File: config.mk
export PLATFORM = sky130hd
export DESIGN_NAME = t16w_timer
export DESIGN_NICKNAME = d
export VERILOG_FILES = /design/src/rtl/t16w_pkg.sv /design/src/rtl/t16w_out_unit.sv /design/src/rtl/t16w_timer.sv
export VERILOG_INCLUDE_DIRS = /design/src /design/src/rtl
export SDC_FILE = /design/constraint.sdc
export NUM_CORES = 1
export LEC_CHECK = 0
export BUFFER_PORTS_ARGS = -buffer_cell sky130_fd_sc_hd__buf_2
export CAP_MARGIN = 25
export CORE_MARGIN = 8
export CORE_UTILIZATION = 55
export DETAILED_ROUTE_END_ITERATION = 10
export PLACE_DENSITY = 0.76
export SETUP_SLACK_MARGIN = 0.1
export SYNTH_ARGS = -nofsm -noshare
export SYNTH_HDL_FRONTEND = slang
export SYNTH_SLANG_ARGS = --single-unit
File: constraint.sdc
create_clock -name clk_sys -period 8.45 [get_ports clk_sys]
set_input_delay 1.2675 -clock clk_sys [delete_from_list [all_inputs] [get_ports clk_sys]]
set_output_delay 1.2675 -clock clk_sys [all_outputs]
set_load 0.005 [all_outputs]
File: src/rtl/t16w_params.svh
// Register offsets, field positions, reset values and mode constants of the 16-bit waveform timer.
`ifndef T16W_PARAMS_SVH
`define T16W_PARAMS_SVH

`define T16W_OFS_CTRL_A     8'h80
`define T16W_OFS_CTRL_B     8'h84
`define T16W_OFS_CMP_A      8'h88
`define T16W_OFS_CMP_B      8'h8C
`define T16W_OFS_CAPTURE    8'h90
`define T16W_OFS_COUNT      8'h94
`define T16W_OFS_IRQ_STAT   8'h98
`define T16W_OFS_IRQ_MASK   8'h9C
`define T16W_OFS_PIN_DIR    8'hA0

`define T16W_CTRL_A_RESET   8'h00
`define T16W_CTRL_A_WMASK   8'hF3
`define T16W_CTRL_B_WMASK   8'h18
`define T16W_COM_A_HI       7
`define T16W_COM_A_LO       6
`define T16W_COM_B_HI       5
`define T16W_COM_B_LO       4
`define T16W_WGM_HI_HI      4
`define T16W_WGM_HI_LO      3

`define T16W_TOP_8BIT       16'h00FF
`define T16W_TOP_9BIT       16'h01FF
`define T16W_TOP_10BIT      16'h03FF
`define T16W_MAX            16'hFFFF
`define T16W_BOTTOM         16'h0000

`define T16W_IRQ_OVF        0
`define T16W_IRQ_CMPA       1
`define T16W_IRQ_CMPB       2

`endif

File: src/rtl/t16w_pkg.sv
// Types shared by the 16-bit waveform timer modules.
package t16w_pkg;

  typedef enum logic [1:0]
  {
    T16W_KIND_NORMAL,
    T16W_KIND_FAST,
    T16W_KIND_DUAL,
    T16W_KIND_OFF
  } t16w_kind_t;

  typedef enum logic [1:0]
  {
    T16W_SRC_FIXED,
    T16W_SRC_CMPA,
    T16W_SRC_CAPTURE
  } t16w_topsrc_t;

  typedef struct packed
  {
    logic        match;
    logic        at_bottom;
    logic        counting_up;
    logic [15:0] compare;
    logic [15:0] top;
  } t16w_chan_evt_t;

endpackage

File: src/rtl/t16w_out_unit.sv
// One compare output channel: waveform register and pin override.
`include "t16w_params.svh"

module t16w_out_unit
  import t16w_pkg::*;
#(
  parameter bit CHAN_A = 1'b1
)
(
  input  wire logic           clk_sys,
  input  wire logic           rst_b,
  input  wire logic [1:0]     cmp_out_mode,
  input  wire logic [3:0]     wave_mode,
  input  t16w_kind_t          kind,
  input  t16w_chan_evt_t      evt,
  input  wire logic           pin_dir_out,
  output logic                wave_out,
  output logic                wave_out_oe,
  output logic                pin_override
);

  logic wave_r;
  logic wave_nxt;
  logic toggle_ok;

  // Toggle in PWM kinds exists only for channel A, in fast modes 14 and 15 and dual-slope modes 9 and 11.
  always_comb
  begin
    toggle_ok = 1'b0;
    if (kind == T16W_KIND_FAST)
      toggle_ok = CHAN_A && (wave_mode == 4'd14 || wave_mode == 4'd15);
    else if (kind == T16W_KIND_DUAL)
      toggle_ok = CHAN_A && (wave_mode == 4'd9 || wave_mode == 4'd11);
    else if (kind == T16W_KIND_NORMAL)
      toggle_ok = 1'b1;
  end

  always_comb
  begin
    wave_nxt = wave_r;
    unique case (kind)
      T16W_KIND_NORMAL:
      begin
        if (evt.match)
        begin
          unique case (cmp_out_mode)
            2'b00: wave_nxt = wave_r;
            2'b01: wave_nxt = ~wave_r;
            2'b10: wave_nxt = 1'b0;
            2'b11: wave_nxt = 1'b1;
          endcase
        end
      end
      T16W_KIND_FAST:
      begin
        if (cmp_out_mode[1])
        begin
          // A match at TOP is dropped so the BOTTOM action alone sets the level.
          if (evt.at_bottom)
            wave_nxt = ~cmp_out_mode[0];
          else if (evt.match && evt.compare != evt.top)
            wave_nxt = cmp_out_mode[0];
        end
        else if (cmp_out_mode[0] && toggle_ok && evt.match)
          wave_nxt = ~wave_r;
      end
      T16W_KIND_DUAL:
      begin
        if (cmp_out_mode[1])
        begin
          // Compare at BOTTOM holds low and at TOP holds high for non-inverting.
          if (evt.compare == `T16W_BOTTOM)
            wave_nxt = cmp_out_mode[0];
          else if (evt.compare == evt.top)
            wave_nxt = ~cmp_out_mode[0];
          else if (evt.match)
            wave_nxt = evt.counting_up ? cmp_out_mode[0] : ~cmp_out_mode[0];
        end
        else if (cmp_out_mode[0] && toggle_ok && evt.match)
          wave_nxt = ~wave_r;
      end
      T16W_KIND_OFF:
        wave_nxt = 1'b0;
    endcase
  end

  always_ff @(posedge clk_sys or negedge rst_b)
  begin
    if (!rst_b)
      wave_r <= 1'b0;
    else
      wave_r <= wave_nxt;
  end

  always_comb
  begin
    pin_override = (cmp_out_mode != 2'b00);
    if (kind == T16W_KIND_OFF)
      pin_override = 1'b0;
    else if (cmp_out_mode == 2'b01 && kind != T16W_KIND_NORMAL && !toggle_ok)
      pin_override = 1'b0;
  end

  assign wave_out    = wave_r;
  assign wave_out_oe = pin_override && pin_dir_out;

endmodule

File: src/rtl/t16w_timer.sv
// Top of the 16-bit waveform timer: AXI4-Lite registers, counter and mode decode.
//
// Notes on behaviour
// Nonzero compare output field hands the pin to that channel's waveform.
// Pin is driven only when its direction bit selects output.
// Normal and clear-on-match: 00 off, 01 toggle, 10 low, 11 high on match.
// Fast PWM field 01 toggles channel A only in modes 14 and 15.
// Fast PWM 10 clears on match, sets at BOTTOM; 11 is inverted.
// Fast PWM: match at TOP ignored when upper field bit set; BOTTOM action stays.
// Dual-slope field 01 toggles channel A only in modes 9 and 11.
// Dual-slope 10 clears on up-match, sets on down-match; 11 reversed.
// Mode is low two bits here plus two high bits in second control.
// Modes 1-3 phase correct, fixed TOP, reload at TOP, overflow at BOTTOM.
// Mode 0 to 0xFFFF, modes 4 and 12 clear-on-match, immediate, overflow at MAX.
// Fast PWM modes reload compares at BOTTOM and flag overflow at TOP.
// Modes 8,9 reload at BOTTOM; 10,11 at TOP; all overflow at BOTTOM.
// Dual-slope counts zero up to TOP, then back down to zero.
// Phase correct compare at BOTTOM holds low, at TOP holds high.
// Reserved mode 13 stops the counter and disconnects both outputs.
// Bits 3 and 2 of the first control register ignore writes, read zero.
//
// Register access over AXI4-Lite was chosen for this implementation.
`include "t16w_params.svh"

module t16w_timer
  import t16w_pkg::*;
(
  input  wire logic        clk_sys,
  input  wire logic        rst_b,
  input  wire logic        s_axi_awvalid,
  output logic             s_axi_awready,
  input  wire logic [7:0]  s_axi_awaddr,
  input  wire logic        s_axi_wvalid,
  output logic             s_axi_wready,
  input  wire logic [31:0] s_axi_wdata,
  input  wire logic [3:0]  s_axi_wstrb,
  output logic             s_axi_bvalid,
  input  wire logic        s_axi_bready,
  output logic [1:0]       s_axi_bresp,
  input  wire logic        s_axi_arvalid,
  output logic             s_axi_arready,
  input  wire logic [7:0]  s_axi_araddr,
  output logic             s_axi_rvalid,
  input  wire logic        s_axi_rready,
  output logic [31:0]      s_axi_rdata,
  output logic [1:0]       s_axi_rresp,
  output logic             wave_out_a,
  output logic             wave_out_a_oe,
  output logic             wave_out_a_override,
  output logic             wave_out_b,
  output logic             wave_out_b_oe,
  output logic             wave_out_b_override,
  output logic             irq
);

  // ****************************************************************
  // Registers
  // ****************************************************************
  logic [7:0]  ctrl_a_r;
  logic [1:0]  wave_mode_high_r;
  logic [15:0] cmp_a_buf_r;
  logic [15:0] cmp_b_buf_r;
  logic [15:0] cmp_a_r;
  logic [15:0] cmp_b_r;
  logic [15:0] capture_value_r;
  logic [15:0] count_value_r;
  logic        count_up_r;
  logic [2:0]  irq_stat_r;
  logic [2:0]  irq_mask_r;
  logic [1:0]  pin_dir_r;

  logic        aw_hold_r;
  logic [7:0]  aw_addr_r;
  logic        w_hold_r;
  logic [31:0] w_data_r;
  logic [3:0]  w_strb_r;
  logic        bvalid_r;
  logic [1:0]  bresp_r;
  logic        rvalid_r;
  logic [31:0] rdata_r;
  logic [1:0]  rresp_r;

  logic [3:0]     wave_mode;
  t16w_kind_t     kind;
  t16w_topsrc_t   top_src;
  logic [15:0]    top_val;
  logic           reload_at_top;
  logic           ovf_at_bottom;
  logic           immediate;
  logic           at_top;
  logic           at_bottom;
  logic           match_a;
  logic           match_b;
  logic           ovf_evt;
  logic           wr_do;
  logic           rd_do;
  logic           wr_cnt;
  logic           rd_stat;
  t16w_chan_evt_t evt_a;
  t16w_chan_evt_t evt_b;

  assign wave_mode = {wave_mode_high_r, ctrl_a_r[1:0]};

  // ****************************************************************
  // Mode decode
  // ****************************************************************
  always_comb
  begin
    kind          = T16W_KIND_NORMAL;
    top_src       = T16W_SRC_FIXED;
    top_val       = `T16W_MAX;
    reload_at_top = 1'b0;
    ovf_at_bottom = 1'b0;
    immediate     = 1'b1;
    unique case (wave_mode)
      4'd0: top_val = `T16W_MAX;
      4'd1, 4'd2, 4'd3:
      begin
        kind          = T16W_KIND_DUAL;
        reload_at_top = 1'b1;
        ovf_at_bottom = 1'b1;
        immediate     = 1'b0;
      end
      4'd4: top_src = T16W_SRC_CMPA;
      4'd12: top_src = T16W_SRC_CAPTURE;
      4'd5, 4'd6, 4'd7:
      begin
        kind      = T16W_KIND_FAST;
        immediate = 1'b0;
      end
      4'd14, 4'd15:
      begin
        kind      = T16W_KIND_FAST;
        top_src   = wave_mode[0] ? T16W_SRC_CMPA : T16W_SRC_CAPTURE;
        immediate = 1'b0;
      end
      4'd8, 4'd9, 4'd10, 4'd11:
      begin
        kind          = T16W_KIND_DUAL;
        top_src       = wave_mode[0] ? T16W_SRC_CMPA : T16W_SRC_CAPTURE;
        reload_at_top = wave_mode[1];
        ovf_at_bottom = 1'b1;
        immediate     = 1'b0;
      end
      4'd13: kind = T16W_KIND_OFF;
    endcase
    if (top_src == T16W_SRC_FIXED && wave_mode != 4'd0)
    begin
      unique case (wave_mode[1:0])
        2'd1: top_val = `T16W_TOP_8BIT;
        2'd2: top_val = `T16W_TOP_9BIT;
        default: top_val = `T16W_TOP_10BIT;
      endcase
    end
    else if (top_src == T16W_SRC_CMPA)
      top_val = cmp_a_r;
    else if (top_src == T16W_SRC_CAPTURE)
      top_val = capture_value_r;
  end

  assign at_top    = (count_value_r == top_val);
  assign at_bottom = (count_value_r == `T16W_BOTTOM);
  assign match_a   = (count_value_r == cmp_a_r) && kind != T16W_KIND_OFF;
  assign match_b   = (count_value_r == cmp_b_r) && kind != T16W_KIND_OFF;

  // Overflow event follows the mode's flag point.
  always_comb
  begin
    ovf_evt = 1'b0;
    unique case (kind)
      T16W_KIND_NORMAL: ovf_evt = (count_value_r == `T16W_MAX);
      T16W_KIND_FAST:   ovf_evt = at_top;
      T16W_KIND_DUAL:   ovf_evt = at_bottom && !count_up_r;
      T16W_KIND_OFF:    ovf_evt = 1'b0;
    endcase
  end

  // ****************************************************************
  // Counter
  // ****************************************************************
  assign wr_cnt = wr_do && aw_addr_r == `T16W_OFS_COUNT;

  always_ff @(posedge clk_sys or negedge rst_b)
  begin
    if (!rst_b)
    begin
      count_value_r <= 16'h0000;
      count_up_r    <= 1'b1;
    end
    else if (wr_cnt)
      count_value_r <= w_data_r[15:0];
    else
    begin
      unique case (kind)
        T16W_KIND_DUAL:
        begin
          // Direction flips on the terminal value, giving one cycle at TOP.
          if (count_up_r && count_value_r >= top_val)
          begin
            count_up_r    <= 1'b0;
            count_value_r <= count_value_r - 16'h0001;
          end
          else if (!count_up_r && at_bottom)
          begin
            count_up_r    <= 1'b1;
            count_value_r <= count_value_r + 16'h0001;
          end
          else if (count_up_r)
            count_value_r <= count_value_r + 16'h0001;
          else
            count_value_r <= count_value_r - 16'h0001;
        end
        T16W_KIND_OFF:
          count_value_r <= count_value_r;
        default:
        begin
          count_up_r    <= 1'b1;
          count_value_r <= at_top ? 16'h0000 : count_value_r + 16'h0001;
        end
      endcase
    end
  end

  // ****************************************************************
  // Compare double buffering
  // ****************************************************************
  always_ff @(posedge clk_sys or negedge rst_b)
  begin
    if (!rst_b)
    begin
      cmp_a_r <= 16'h0000;
      cmp_b_r <= 16'h0000;
    end
    else if (immediate || (reload_at_top ? at_top : at_bottom))
    begin
      cmp_a_r <= cmp_a_buf_r;
      cmp_b_r <= cmp_b_buf_r;
    end
  end

  assign evt_a = '{match: match_a, at_bottom: at_bottom, counting_up: count_up_r,
                   compare: cmp_a_r, top: top_val};
  assign evt_b = '{match: match_b, at_bottom: at_bottom, counting_up: count_up_r,
                   compare: cmp_b_r, top: top_val};

  t16w_out_unit #(.CHAN_A(1'b1)) u_out_a
  (
    .clk_sys      (clk_sys),
    .rst_b        (rst_b),
    .cmp_out_mode (ctrl_a_r[`T16W_COM_A_HI:`T16W_COM_A_LO]),
    .wave_mode    (wave_mode),
    .kind         (kind),
    .evt          (evt_a),
    .pin_dir_out  (pin_dir_r[0]),
    .wave_out     (wave_out_a),
    .wave_out_oe  (wave_out_a_oe),
    .pin_override (wave_out_a_override)
  );

  t16w_out_unit #(.CHAN_A(1'b0)) u_out_b
  (
    .clk_sys      (clk_sys),
    .rst_b        (rst_b),
    .cmp_out_mode (ctrl_a_r[`T16W_COM_B_HI:`T16W_COM_B_LO]),
    .wave_mode    (wave_mode),
    .kind         (kind),
    .evt          (evt_b),
    .pin_dir_out  (pin_dir_r[1]),
    .wave_out     (wave_out_b),
    .wave_out_oe  (wave_out_b_oe),
    .pin_override (wave_out_b_override)
  );

  // ****************************************************************
  // AXI4-Lite slave
  // ****************************************************************
  assign s_axi_awready = !aw_hold_r && !bvalid_r;
  assign s_axi_wready  = !w_hold_r && !bvalid_r;
  assign s_axi_arready = !rvalid_r;
  assign wr_do         = aw_hold_r && w_hold_r && !bvalid_r;
  assign rd_do         = s_axi_arvalid && !rvalid_r;
  assign rd_stat       = rd_do && s_axi_araddr == `T16W_OFS_IRQ_STAT;

  always_ff @(posedge clk_sys or negedge rst_b)
  begin
    if (!rst_b)
    begin
      aw_hold_r <= 1'b0;
      aw_addr_r <= 8'h00;
      w_hold_r  <= 1'b0;
      w_data_r  <= 32'h0000_0000;
      w_strb_r  <= 4'h0;
      bvalid_r  <= 1'b0;
      bresp_r   <= 2'b00;
    end
    else
    begin
      if (s_axi_awvalid && s_axi_awready)
      begin
        aw_hold_r <= 1'b1;
        aw_addr_r <= s_axi_awaddr;
      end
      if (s_axi_wvalid && s_axi_wready)
      begin
        w_hold_r <= 1'b1;
        w_data_r <= s_axi_wdata;
        w_strb_r <= s_axi_wstrb;
      end
      if (wr_do)
      begin
        aw_hold_r <= 1'b0;
        w_hold_r  <= 1'b0;
        bvalid_r  <= 1'b1;
        bresp_r   <= (aw_addr_r > `T16W_OFS_PIN_DIR || aw_addr_r < `T16W_OFS_CTRL_A ||
                      aw_addr_r[1:0] != 2'b00) ? 2'b10 : 2'b00;
      end
      else if (bvalid_r && s_axi_bready)
        bvalid_r <= 1'b0;
    end
  end

  // Registers are at most 16 bits wide, so only the two low byte lanes matter.
  always_ff @(posedge clk_sys or negedge rst_b)
  begin
    if (!rst_b)
    begin
      ctrl_a_r         <= `T16W_CTRL_A_RESET;
      wave_mode_high_r <= 2'b00;
      cmp_a_buf_r      <= 16'h0000;
      cmp_b_buf_r      <= 16'h0000;
      capture_value_r  <= 16'h0000;
      irq_mask_r       <= 3'b000;
      pin_dir_r        <= 2'b00;
    end
    else if (wr_do && w_strb_r[0])
    begin
      unique case (aw_addr_r)
        `T16W_OFS_CTRL_A:   ctrl_a_r <= w_data_r[7:0] & `T16W_CTRL_A_WMASK;
        `T16W_OFS_CTRL_B:   wave_mode_high_r <= w_data_r[`T16W_WGM_HI_HI:`T16W_WGM_HI_LO];
        `T16W_OFS_CMP_A:    cmp_a_buf_r <= {w_strb_r[1] ? w_data_r[15:8] : cmp_a_buf_r[15:8],
                                            w_data_r[7:0]};
        `T16W_OFS_CMP_B:    cmp_b_buf_r <= {w_strb_r[1] ? w_data_r[15:8] : cmp_b_buf_r[15:8],
                                            w_data_r[7:0]};
        `T16W_OFS_CAPTURE:  capture_value_r <= {w_strb_r[1] ? w_data_r[15:8] :
                                                capture_value_r[15:8], w_data_r[7:0]};
        `T16W_OFS_IRQ_MASK: irq_mask_r <= w_data_r[2:0];
        `T16W_OFS_PIN_DIR:  pin_dir_r <= w_data_r[1:0];
        default:            pin_dir_r <= pin_dir_r;
      endcase
    end
  end

  // A new event wins over the clear caused by reading the status.
  always_ff @(posedge clk_sys or negedge rst_b)
  begin
    if (!rst_b)
      irq_stat_r <= 3'b000;
    else
      irq_stat_r <= (rd_stat ? 3'b000 : irq_stat_r) | {match_b, match_a, ovf_evt};
  end

  assign irq = |(irq_stat_r & irq_mask_r);

  always_ff @(posedge clk_sys or negedge rst_b)
  begin
    if (!rst_b)
    begin
      rvalid_r <= 1'b0;
      rdata_r  <= 32'h0000_0000;
      rresp_r  <= 2'b00;
    end
    else if (rd_do)
    begin
      rvalid_r <= 1'b1;
      rresp_r  <= 2'b00;
      unique case (s_axi_araddr)
        `T16W_OFS_CTRL_A:   rdata_r <= {24'h00_0000, ctrl_a_r};
        `T16W_OFS_CTRL_B:   rdata_r <= {27'h000_0000, wave_mode_high_r, 3'b000};
        `T16W_OFS_CMP_A:    rdata_r <= {16'h0000, cmp_a_buf_r};
        `T16W_OFS_CMP_B:    rdata_r <= {16'h0000, cmp_b_buf_r};
        `T16W_OFS_CAPTURE:  rdata_r <= {16'h0000, capture_value_r};
        `T16W_OFS_COUNT:    rdata_r <= {16'h0000, count_value_r};
        `T16W_OFS_IRQ_STAT: rdata_r <= {29'h0000_0000, irq_stat_r};
        `T16W_OFS_IRQ_MASK: rdata_r <= {29'h0000_0000, irq_mask_r};
        `T16W_OFS_PIN_DIR:  rdata_r <= {30'h0000_0000, pin_dir_r};
        default:
        begin
          rdata_r <= 32'h0000_0000;
          rresp_r <= 2'b10;
        end
      endcase
    end
    else if (rvalid_r && s_axi_rready)
      rvalid_r <= 1'b0;
  end

  assign s_axi_bvalid = bvalid_r;
  assign s_axi_bresp  = bresp_r;
  assign s_axi_rvalid = rvalid_r;
  assign s_axi_rdata  = rdata_r;
  assign s_axi_rresp  = rresp_r;

endmodule

==> report_table.html, run 1 <==
<table>
<tr><th>Metric</th><th>Value</th></tr>
<tr><th colspan="2">Global route</th></tr>
<tr><td>Total global-route track usage</td><td>26.5%</td></tr>
<tr><td>Global-route wire length before repair</td><td>46100 um</td></tr>
<tr><td>Number of global-route vias before repair</td><td>8247</td></tr>
<tr><td>Antenna violations before repair</td><td>0</td></tr>
<tr><td>Pin count of the biggest net entering global routing</td><td>91</td></tr>
<tr><td>Final global-route overflow total</td><td>0</td></tr>
<tr><th colspan="2">Synth</th></tr>
<tr><td>Area leader, netlist</td><td>sky130_fd_sc_hd__dfrtp_1</td></tr>
<tr><td>Syn avg cell area</td><td>9.85 sq um</td></tr>
<tr><td>Async set-or-reset flop fraction in the synthesized netlist</td><td>100%</td></tr>
<tr><td>Area fraction of the dominant cell type after synthesis</td><td>41.0%</td></tr>
<tr><td>Commonest cells in the netlist</td><td>sky130_fd_sc_hd__dfrtp_1 (162), sky130_fd_sc_hd__mux2_2 (106), sky130_fd_sc_hd__nand2_1 (85)</td></tr>
<tr><td>Post-synth EDFFs</td><td>0</td></tr>
<tr><td>Post-synthesis instance area</td><td>9890 sq um</td></tr>
<tr><td>Mapped Cells</td><td>1004</td></tr>
<tr><td>Warnings, synthesis</td><td>0</td></tr>
<tr><td>Register bit count reported by yosys</td><td>163</td></tr>
<tr><td>Commonest register cell after synthesis</td><td>sky130_fd_sc_hd__dfrtp_1</td></tr>
<tr><td>Most repeated cell in the gate-level netlist after synthesis</td><td>sky130_fd_sc_hd__dfrtp_1</td></tr>
<tr><td>Count of unique library cells instantiated by Yosys</td><td>72</td></tr>
<tr><td>Sequential share of the synthesized area</td><td>41.3%</td></tr>
<tr><td>Area contributors post-synth</td><td>sky130_fd_sc_hd__dfrtp_1 (41%), sky130_fd_sc_hd__mux2_2 (12%), sky130_fd_sc_hd__xor2_1 (4.0%)</td></tr>
<tr><th colspan="2">Floorplan</th></tr>
<tr><td>Die boundary height</td><td>150 um</td></tr>
<tr><td>Area enclosed by the die boundary</td><td>22500 sq um</td></tr>
<tr><td>Number of standard-cell rows in the floorplan</td><td>49</td></tr>
<tr><td>Number of placed I/O pins</td><td>107</td></tr>
<tr><td>Initial Util</td><td>55.6%</td></tr>
<tr><td>Placeable core region</td><td>17800 sq um</td></tr>
<tr><td>Die Wd</td><td>150 um</td></tr>
<tr><th colspan="2">Place</th></tr>
<tr><td>HPWL reported at the end of detailed placement</td><td>21500 um</td></tr>
<tr><td>Pre-CTS setup slack</td><td>2.85 ns</td></tr>
<tr><td>Global placer's final weighted congestion</td><td>0.986</td></tr>
<tr><td>Placed Instance Area</td><td>10300 sq um</td></tr>
<tr><td>Count of buffers from port buffering</td><td>70</td></tr>
<tr><th colspan="2">Worst setup path</th></tr>
<tr><td>Largest incremental delay on the critical path</td><td>0.87 ns</td></tr>
<tr><td>Register-to-Register Path Depth</td><td>16</td></tr>
<tr><td>Biggest fanout along the worst timing path</td><td>17</td></tr>
<tr><td>Required time of the critical path</td><td>8.76 ns</td></tr>
<tr><td>Register-to-Register Setup Slack</td><td>2.71 ns</td></tr>
<tr><td>Endpoint of the worst register-to-register path</td><td>count_value_r[13]$_DFFE_PN0P_</td></tr>
<tr><td>CP startpoint</td><td>ctrl_a_r[0]$_DFFE_PN0P_</td></tr>
<tr><td>Endpoint class of the critical path</td><td>register</td></tr>
<tr><td>Start-to-end type of the worst setup path</td><td>reg -&gt; reg</td></tr>
<tr><td>Startpoint Class</td><td>register</td></tr>
<tr><td>Highest-delay cell along the critical path</td><td>sky130_fd_sc_hd__a31oi_2</td></tr>
<tr><td>Sequence of cells on the critical path</td><td>inv_1, ha_1, o21ai_0, a32oi_1, buf_4, o22ai_1, mux2_2, ha_1, nand4_1, or3_1, o21a_1, a31oi_2, a21oi_1, mux2_2, nor3b_1, a221o_1</td></tr>
<tr><td>Worst setup path endpoint</td><td>count_value_r[13]$_DFFE_PN0P_</td></tr>
<tr><td>Source of the worst register-to-register timing path</td><td>ctrl_a_r[0]$_DFFE_PN0P_</td></tr>
<tr><td>Arrival time at the worst endpoint</td><td>6.05 ns</td></tr>
<tr><th colspan="2">STA</th></tr>
<tr><td>Number of pins exceeding their max-slew limit in the final report</td><td>0</td></tr>
<tr><td>Final critical-path setup slack</td><td>2.71 ns</td></tr>
<tr><td>Slew Limit Headroom</td><td>28.3%</td></tr>
<tr><td>Transition at the pin with the smallest max-transition slack</td><td>1.07 ns</td></tr>
<tr><td>Post-route setup TNS</td><td>0 ns</td></tr>
<tr><td>Fmax</td><td>174 MHz</td></tr>
<tr><td>Unrepaired setup endpoints after global routing</td><td>false</td></tr>
<tr><td>Final cycle utilization of the critical path</td><td>68.0%</td></tr>
<tr><td>Final worst path period need</td><td>5.74 ns</td></tr>
<tr><td>Final Hold Vio Count</td><td>0</td></tr>
<tr><td>Setup Viol. Count Final</td><td>0</td></tr>
<tr><td>Fin Clk Skew</td><td>0.00877 ns</td></tr>
<tr><th colspan="2">Clock network</th></tr>
<tr><td>Post-CTS Hold Fix Bufs</td><td>0</td></tr>
<tr><td>Clock insertion delay at the later pin of the skew report</td><td>0.42 ns</td></tr>
<tr><td># clock sinks</td><td>163</td></tr>
<tr><td>H-tree depth</td><td>4</td></tr>
<tr><td>Number of buffers inserted by post-CTS setup repair</td><td>0</td></tr>
<tr><td>Master cell of the clock root buffer</td><td>sky130_fd_sc_hd__clkbuf_16</td></tr>
<tr><td>Inserted Clock Buffers</td><td>17</td></tr>
<tr><td>CTS clock-pin slew for the worst setup and hold paths</td><td>0.07 ns</td></tr>
<tr><td>Worst-case clock buffer depth</td><td>2</td></tr>
<tr><td>TritonCTS clock tree</td><td>built</td></tr>
<tr><td>Count of instances resized after the clock tree is built</td><td>0</td></tr>
<tr><th colspan="2">Run</th></tr>
<tr><td>Max-cap violations</td><td>0</td></tr>
<tr><th colspan="2">Drt</th></tr>
<tr><td>Iteration count of the initial detailed-routing pass</td><td>6</td></tr>
<tr><td>Via Count</td><td>8476</td></tr>
<tr><td>Number of vias per cell after detailed routing</td><td>6.60</td></tr>
<tr><td>Wire length reported by the detailed router</td><td>29400 um</td></tr>
<tr><td>Initial drt markers</td><td>1051</td></tr>
<tr><td>Wirelength per Cell</td><td>22.9 um</td></tr>
<tr><td>Total DRC errors in the routed layout</td><td>0</td></tr>
<tr><td>Routed Antenna Nets</td><td>0</td></tr>
<tr><th colspan="2">Min path</th></tr>
<tr><td>Tightest Hold Check Type</td><td>reg -&gt; reg</td></tr>
<tr><th colspan="2">Power and ir drop</th></tr>
<tr><td>Leak Pwr</td><td>5.22 nW</td></tr>
<tr><td>Pwr per Cell Area</td><td>269 nW/um^2</td></tr>
<tr><td>Maximum vdd drop</td><td>184 uV</td></tr>
<tr><td>Overall power of the completed layout</td><td>2.94 mW</td></tr>
<tr><th colspan="2">Cells and area</th></tr>
<tr><td>Ratio of cells with drive above 1 in the final layout</td><td>22.3%</td></tr>
<tr><td># nets final</td><td>1124</td></tr>
<tr><td>Final design area excluding fillers</td><td>10900 sq um</td></tr>
<tr><td>Antenna diode count</td><td>0</td></tr>
<tr><td>Synthesis-to-layout area growth</td><td>10.4%</td></tr>
<tr><th colspan="2">Run status</th></tr>
<tr><td>Run status</td><td>completed</td></tr>
</table>
-- cell type report --
cell class	count	area, sq um
clock inverter	13	174
sequential	163	4080
fill	1473	6870
clock buffer	19	443
timing repair buffer	82	447
tap	229	287
multi-input combinational	752	5380
inverter	27	101
-- sequential cells by signal, summed over array words and instances, names as in the netlist, 2 cells and up --
signal / count
irq_stat_r: 3
irq_mask_r: 3
aw_addr_r: 8
pin_dir_r: 2
wave_mode_high_r: 2
cmp_b_r: 16
w_strb_r: 2
ctrl_a_r: 6
cmp_a_buf_r: 16
cmp_a_r: 16
w_data_r: 16
count_value_r: 16
s_axi_rdata: 16
cmp_b_buf_r: 16
capture_value_r: 16
-- placed cells by master (no fill, tap or decap), types with 7 or more instances in the layout --
cell type,n
sky130_fd_sc_hd__a222oi_1,18
sky130_fd_sc_hd__xnor2_1,20
sky130_fd_sc_hd__o22ai_1,13
sky130_fd_sc_hd__inv_1,27
sky130_fd_sc_hd__nor3_1,24
sky130_fd_sc_hd__and2_1,7
sky130_fd_sc_hd__o21ai_0,57
sky130_fd_sc_hd__ha_1,22
sky130_fd_sc_hd__nand2_1,85
sky130_fd_sc_hd__a21o_1,13
sky130_fd_sc_hd__a221oi_1,9
sky130_fd_sc_hd__nor4_1,24
sky130_fd_sc_hd__dfrtp_1,162
sky130_fd_sc_hd__nand4_1,13
sky130_fd_sc_hd__nor2_1,57
sky130_fd_sc_hd__a21oi_1,25
sky130_fd_sc_hd__nand3_1,26
sky130_fd_sc_hd__a22oi_1,19
sky130_fd_sc_hd__mux2i_1,11
sky130_fd_sc_hd__xor2_1,45
sky130_fd_sc_hd__buf_4,12
sky130_fd_sc_hd__conb_1,18
sky130_fd_sc_hd__or3_1,8
sky130_fd_sc_hd__nand2b_1,10
sky130_fd_sc_hd__nor3b_1,8
sky130_fd_sc_hd__clkbuf_16,17
sky130_fd_sc_hd__buf_2,69
sky130_fd_sc_hd__a22o_1,18
sky130_fd_sc_hd__and3_1,16
sky130_fd_sc_hd__mux2_2,106
-- routing by layer --
metal  track usage [%]  vias up  wire (um)
met5                 0        -          0
met1              34.4     4175      12000
li1                  -     3744          -
met3              6.08       87       2880
met4              10.0        0        997
met2              42.3      470      13600
-- worst max-delay path, delay by kind of cell, from the launching register on --
kind	cells	cell delay, ns
compound gates	7	2.49
fa+ha+maj	2	0.80
buf+inv	2	0.51
flops	1	0.59
mux	2	0.62
simple gates	3	0.60
-- stage by stage --
stage | utilization, % | instances | hold slack, ns
after global routing | 61.4 | 1285 | 0.523
after CTS | 61.3 | 1284 | 0.509
after global placement | 57.9 | 1252 | 0.478
after detailed placement | 57.9 | 1252 | 0.487
after floorplan | - | 1021 | 0.466
final | 61.4 | 1285 | 0.503
-- where the power goes --
part / internal (mW) / total, mW / switching [mW]
clock network: 0.479 / 0.811 / 0.332
logic: 0.410 / 0.869 / 0.459
registers: 0.926 / 1.26 / 0.333
-- worst min path at each step --
stage,start,end,slack (ns),depth (start not counted)
global route,s_axi_rdata[7]$_DFFE_PN0P_,s_axi_rdata[7]$_DFFE_PN0P_,0.52,1
global placement,s_axi_rresp[1]$_DFFE_PN0P_,s_axi_rresp[1]$_DFFE_PN0P_,0.48,2
CTS,s_axi_rdata[10]$_DFFE_PN0P_,s_axi_rdata[10]$_DFFE_PN0P_,0.51,1
detailed placement,s_axi_rdata[8]$_DFFE_PN0P_,s_axi_rdata[8]$_DFFE_PN0P_,0.49,1
finish,aw_addr_r[6]$_DFFE_PN0P_,aw_addr_r[6]$_DFFE_PN0P_,0.50,1
floorplan,cmp_a_buf_r[9]$_DFFE_PN0P_,cmp_a_r[9]$_DFFE_PN0P_,0.47,2
-- cell families after synthesis --
family,after synthesis,share of synthesized area (%)
compound gates,226,16.4
flops,163,41.3
other cells,1,0.0379
fa+ha+maj,22,2.78
simple gates,304,15.6
mux,117,13.2
xor+xnor,65,5.76
buf+inv,106,4.92
(Power assumes the default switching activity.)
==> run 2, diff against run 1 <==
Clock period 8.45 ns to 5.85 ns, I/O delays scaled along.
==> run 2 against run 1 <==
Critical path depth shrank 1. Cell count up 0.23%. Register-to-register slack got worse by 2.1 ns. Sequential share of layout area rose by 0.056 points. Power increased by 43%. Fmax up 9.0%. Die area unchanged. Clock power increased by 38%. Largest cell class unchanged. Highest routed layer unchanged.
==> report_table.html, run 2 (synthesis results as in run 1) <==
<table>
<tr><th>Metric</th><th>Value</th></tr>
<tr><th colspan="2">Power and ir drop</th></tr>
<tr><td>Overall power of the completed layout</td><td>4.20 mW (+43%)</td></tr>
<tr><td>Leak Pwr</td><td>5.23 nW (+0.15%)</td></tr>
<tr><td>Pwr per Cell Area</td><td>386 nW/um^2 (+43%)</td></tr>
<tr><td>Maximum vdd drop</td><td>311 uV (+69%)</td></tr>
<tr><th colspan="2">Global route</th></tr>
<tr><td>Highest-utilization routing layer at the global route stage</td><td>met2</td></tr>
<tr><td>Pin count of the biggest net entering global routing</td><td>61 (-33%)</td></tr>
<tr><td>Total global-route track usage</td><td>26.9% (+0.47 points)</td></tr>
<tr><td>Final global-route overflow total</td><td>0 (unchanged)</td></tr>
<tr><td>Met2 GRT Util</td><td>43.0% (+0.72 points)</td></tr>
<tr><td>Number of global-route vias before repair</td><td>8378 (+1.6%)</td></tr>
<tr><td>Met3 GRT Util</td><td>4.41% (-1.7 points)</td></tr>
<tr><td>Global-route wire length before repair</td><td>46800 um (+1.5%)</td></tr>
<tr><td>GR Layer Usage met1</td><td>35.6% (+1.2 points)</td></tr>
<tr><td>Antenna violations before repair</td><td>0 (unchanged)</td></tr>
<tr><th colspan="2">Clock network</th></tr>
<tr><td>Inserted Clock Buffers</td><td>17 (unchanged)</td></tr>
<tr><td>TritonCTS clock tree</td><td>built</td></tr>
<tr><td>CTS clock-pin slew for the worst setup and hold paths</td><td>0.07 ns (about the same)</td></tr>
<tr><td>H-tree depth</td><td>4 (unchanged)</td></tr>
<tr><td>Clock insertion delay at the later pin of the skew report</td><td>0.44 ns (+0.02 ns)</td></tr>
<tr><td># clock sinks</td><td>163 (unchanged)</td></tr>
<tr><td>Count of instances resized after the clock tree is built</td><td>0 (unchanged)</td></tr>
<tr><td>Master cell of the clock root buffer</td><td>sky130_fd_sc_hd__clkbuf_16</td></tr>
<tr><td>Number of buffers inserted by post-CTS setup repair</td><td>0 (unchanged)</td></tr>
<tr><td>Worst-case clock buffer depth</td><td>2 (unchanged)</td></tr>
<tr><td>Post-CTS Hold Fix Bufs</td><td>0 (unchanged)</td></tr>
<tr><th colspan="2">Worst setup path</th></tr>
<tr><td>CP startpoint</td><td>ctrl_a_r[0]$_DFFE_PN0P_</td></tr>
<tr><td>Biggest fanout along the worst timing path</td><td>17 (unchanged)</td></tr>
<tr><td>Start-to-end type of the worst setup path</td><td>reg -&gt; reg</td></tr>
<tr><td>Largest incremental delay on the critical path</td><td>0.71 ns (-0.16 ns)</td></tr>
<tr><td>Arrival time at the worst endpoint</td><td>5.57 ns (-0.48 ns)</td></tr>
<tr><td>Source of the worst register-to-register timing path</td><td>ctrl_a_r[0]$_DFFE_PN0P_</td></tr>
<tr><td>Buffering stage count on the worst path with inverters included</td><td>1 (-1)</td></tr>
<tr><td>Required time of the critical path</td><td>6.15 ns (-2.61 ns)</td></tr>
<tr><td>Sequence of cells on the critical path</td><td>inv_1, ha_1, or2_0, nor3b_2, or2_1, o22ai_1, mux2_2, ha_1, nand4_1, or3_1, nor2_1, or4_1, o21ai_0, a221oi_1, o21ai_0</td></tr>
<tr><td>CP delay by family, top</td><td>simple AND/OR/NAND/NOR gates</td></tr>
<tr><td>Highest-delay cell along the critical path</td><td>sky130_fd_sc_hd__dfrtp_1</td></tr>
<tr><td>Endpoint class of the critical path</td><td>register</td></tr>
<tr><td>Startpoint Class</td><td>register</td></tr>
<tr><th colspan="2">STA</th></tr>
<tr><td>Post-route setup TNS</td><td>0 ns (unchanged)</td></tr>
<tr><td>Final worst path period need</td><td>5.27 ns (-0.475 ns)</td></tr>
<tr><td>Final Hold Vio Count</td><td>0 (unchanged)</td></tr>
<tr><td>Final cycle utilization of the critical path</td><td>90.1% (+22 points)</td></tr>
<tr><td>Fmax</td><td>190 MHz (+9.0%)</td></tr>
<tr><td>Slew Limit Headroom</td><td>34.8% (+6.5 points)</td></tr>
<tr><td>Transition at the pin with the smallest max-transition slack</td><td>0.978 ns (-0.0946 ns)</td></tr>
<tr><td>Fin Clk Skew</td><td>0.0119 ns (+0.00311 ns)</td></tr>
<tr><td>Setup Viol. Count Final</td><td>0 (unchanged)</td></tr>
<tr><td>Number of pins exceeding their max-slew limit in the final report</td><td>0 (unchanged)</td></tr>
<tr><td>Unrepaired setup endpoints after global routing</td><td>false</td></tr>
<tr><th colspan="2">Drt</th></tr>
<tr><td>Wire length reported by the detailed router</td><td>29600 um (+0.86%)</td></tr>
<tr><td>Via Count</td><td>8416 (-0.71%)</td></tr>
<tr><td>Number of vias per cell after detailed routing</td><td>6.53 (-0.94%)</td></tr>
<tr><td>Wirelength per Cell</td><td>23.0 um (+0.63%)</td></tr>
<tr><td>Iteration count of the initial detailed-routing pass</td><td>6 (unchanged)</td></tr>
<tr><td>Total DRC errors in the routed layout</td><td>0 (unchanged)</td></tr>
<tr><td>Routed Antenna Nets</td><td>0 (unchanged)</td></tr>
<tr><td>Initial drt markers</td><td>1258 (+20%)</td></tr>
<tr><th colspan="2">Cells and area</th></tr>
<tr><td>Highest-count cells in the layout ignoring fill and taps</td><td>sky130_fd_sc_hd__dfrtp_1 (162), sky130_fd_sc_hd__mux2_2 (106), sky130_fd_sc_hd__nand2_1 (85), sky130_fd_sc_hd__buf_2 (69)</td></tr>
<tr><td>Most common cell after layout, fill and taps aside</td><td>sky130_fd_sc_hd__dfrtp_1</td></tr>
<tr><td># nets final</td><td>1127 (+0.27%)</td></tr>
<tr><td>Ratio of cells with drive above 1 in the final layout</td><td>22.7% (+0.31 points)</td></tr>
<tr><td>Antenna diode count</td><td>0 (unchanged)</td></tr>
<tr><td>Final-layout fill cell count</td><td>1467 (-0.41%)</td></tr>
<tr><td>Synthesis-to-layout area growth</td><td>10.2%</td></tr>
<tr><td>Final cell count without fillers</td><td>1288 (+0.23%)</td></tr>
<tr><td>Post-layout util</td><td>61.3% (-0.091 points)</td></tr>
<tr><th colspan="2">Place</th></tr>
<tr><td>Cell Count Post-Placement</td><td>1256 (+0.32%)</td></tr>
<tr><td>HPWL reported at the end of detailed placement</td><td>21800 um (+1.2%)</td></tr>
<tr><td>Count of buffers from port buffering</td><td>70 (unchanged)</td></tr>
<tr><td>Global placer's final weighted congestion</td><td>0.974 (-1.2%)</td></tr>
<tr><th colspan="2">Floorplan</th></tr>
<tr><td>Number of placed I/O pins</td><td>107 (unchanged)</td></tr>
<tr><td>Initial Util</td><td>55.6% (unchanged)</td></tr>
<tr><td>Number of standard-cell rows in the floorplan</td><td>49 (unchanged)</td></tr>
<tr><td>Area enclosed by the die boundary</td><td>22500 sq um (unchanged)</td></tr>
<tr><td>Die Wd</td><td>150 um (unchanged)</td></tr>
<tr><td>Placeable core region</td><td>17800 sq um (unchanged)</td></tr>
<tr><td>Die boundary height</td><td>150 um (unchanged)</td></tr>
<tr><th colspan="2">Min path</th></tr>
<tr><td>Tightest Hold Check Type</td><td>in -&gt; async</td></tr>
<tr><th colspan="2">Run status</th></tr>
<tr><td>Run status</td><td>completed</td></tr>
<tr><th colspan="2">Run</th></tr>
<tr><td>Max-cap violations</td><td>0 (unchanged)</td></tr>
</table>
## run 2: path summary, 6_finish.rpt
path                            cells past startpoint                       endpoint  slack (ns)
worst max-delay path                               15  count_value_r[12]$_DFFE_PN0P_        0.58
worst min-delay path                                1    cmp_b_buf_r[11]$_DFFE_PN0P_        0.35
worst max register to register                     15  count_value_r[12]$_DFFE_PN0P_        0.58
worst min register to register                      1       aw_addr_r[6]$_DFFE_PN0P_        0.51
max in group asynchronous                           2         cmp_a_r[2]$_DFFE_PN0P_        4.34
min in group clk_sys                                1       aw_addr_r[6]$_DFFE_PN0P_        0.51
## run 2: final cells by class
class / instances / area [sq um] / area share [%]
multi-input cells: 752 / 5380 / 49.4
flip-flops and latches: 163 / 4080 / 37.4
repair buffers: 85 / 469 / 4.31
clock buffers: 17 / 425 / 3.90
well taps: 229 / 287 / 2.63
clock inverters: 15 / 153 / 1.40
inverters: 27 / 101 / 0.930
## run 2: stage by stage
step,cell area (sq um),setup slack (ns),hold WS [ns]
3_3_place_gp,10300,0.829,0.479
4_1_cts,10900,0.704,0.358
2_1_floorplan,9950,1.60,0.466
6_report,10900,0.581,0.349
3_5_place_dp,10300,0.756,0.487
5_1_grt,10900,0.333,0.386
## run 2: power by group
| group | internal [mW] | total [mW] | switching, mW |
|---|---|---|---|
| registers | 1.34 | 1.82 | 0.484 |
| clock network | 0.632 | 1.12 | 0.486 |
| logic | 0.595 | 1.26 | 0.669 |
## run 2: routing by layer
layer	part of all wire, %	routed length, um
met5	0	0
met4	2.9	873
met3	8.9	2640
met2	47	14000
met1	41	12200
## run 2: worst register-to-register path, cell delays in order (launching register included)
cell and delay [ns]:
sky130_fd_sc_hd__dfrtp_1 0.71, sky130_fd_sc_hd__inv_1 0.19, sky130_fd_sc_hd__ha_1 0.28, sky130_fd_sc_hd__or2_0 0.35
sky130_fd_sc_hd__nor3b_2 0.40, sky130_fd_sc_hd__or2_1 0.36, sky130_fd_sc_hd__o22ai_1 0.15, sky130_fd_sc_hd__mux2_2 0.29
sky130_fd_sc_hd__ha_1 0.27, sky130_fd_sc_hd__nand4_1 0.12, sky130_fd_sc_hd__or3_1 0.36, sky130_fd_sc_hd__nor2_1 0.48
sky130_fd_sc_hd__or4_1 0.58, sky130_fd_sc_hd__o21ai_0 0.20, sky130_fd_sc_hd__a221oi_1 0.27, sky130_fd_sc_hd__o21ai_0 0.12
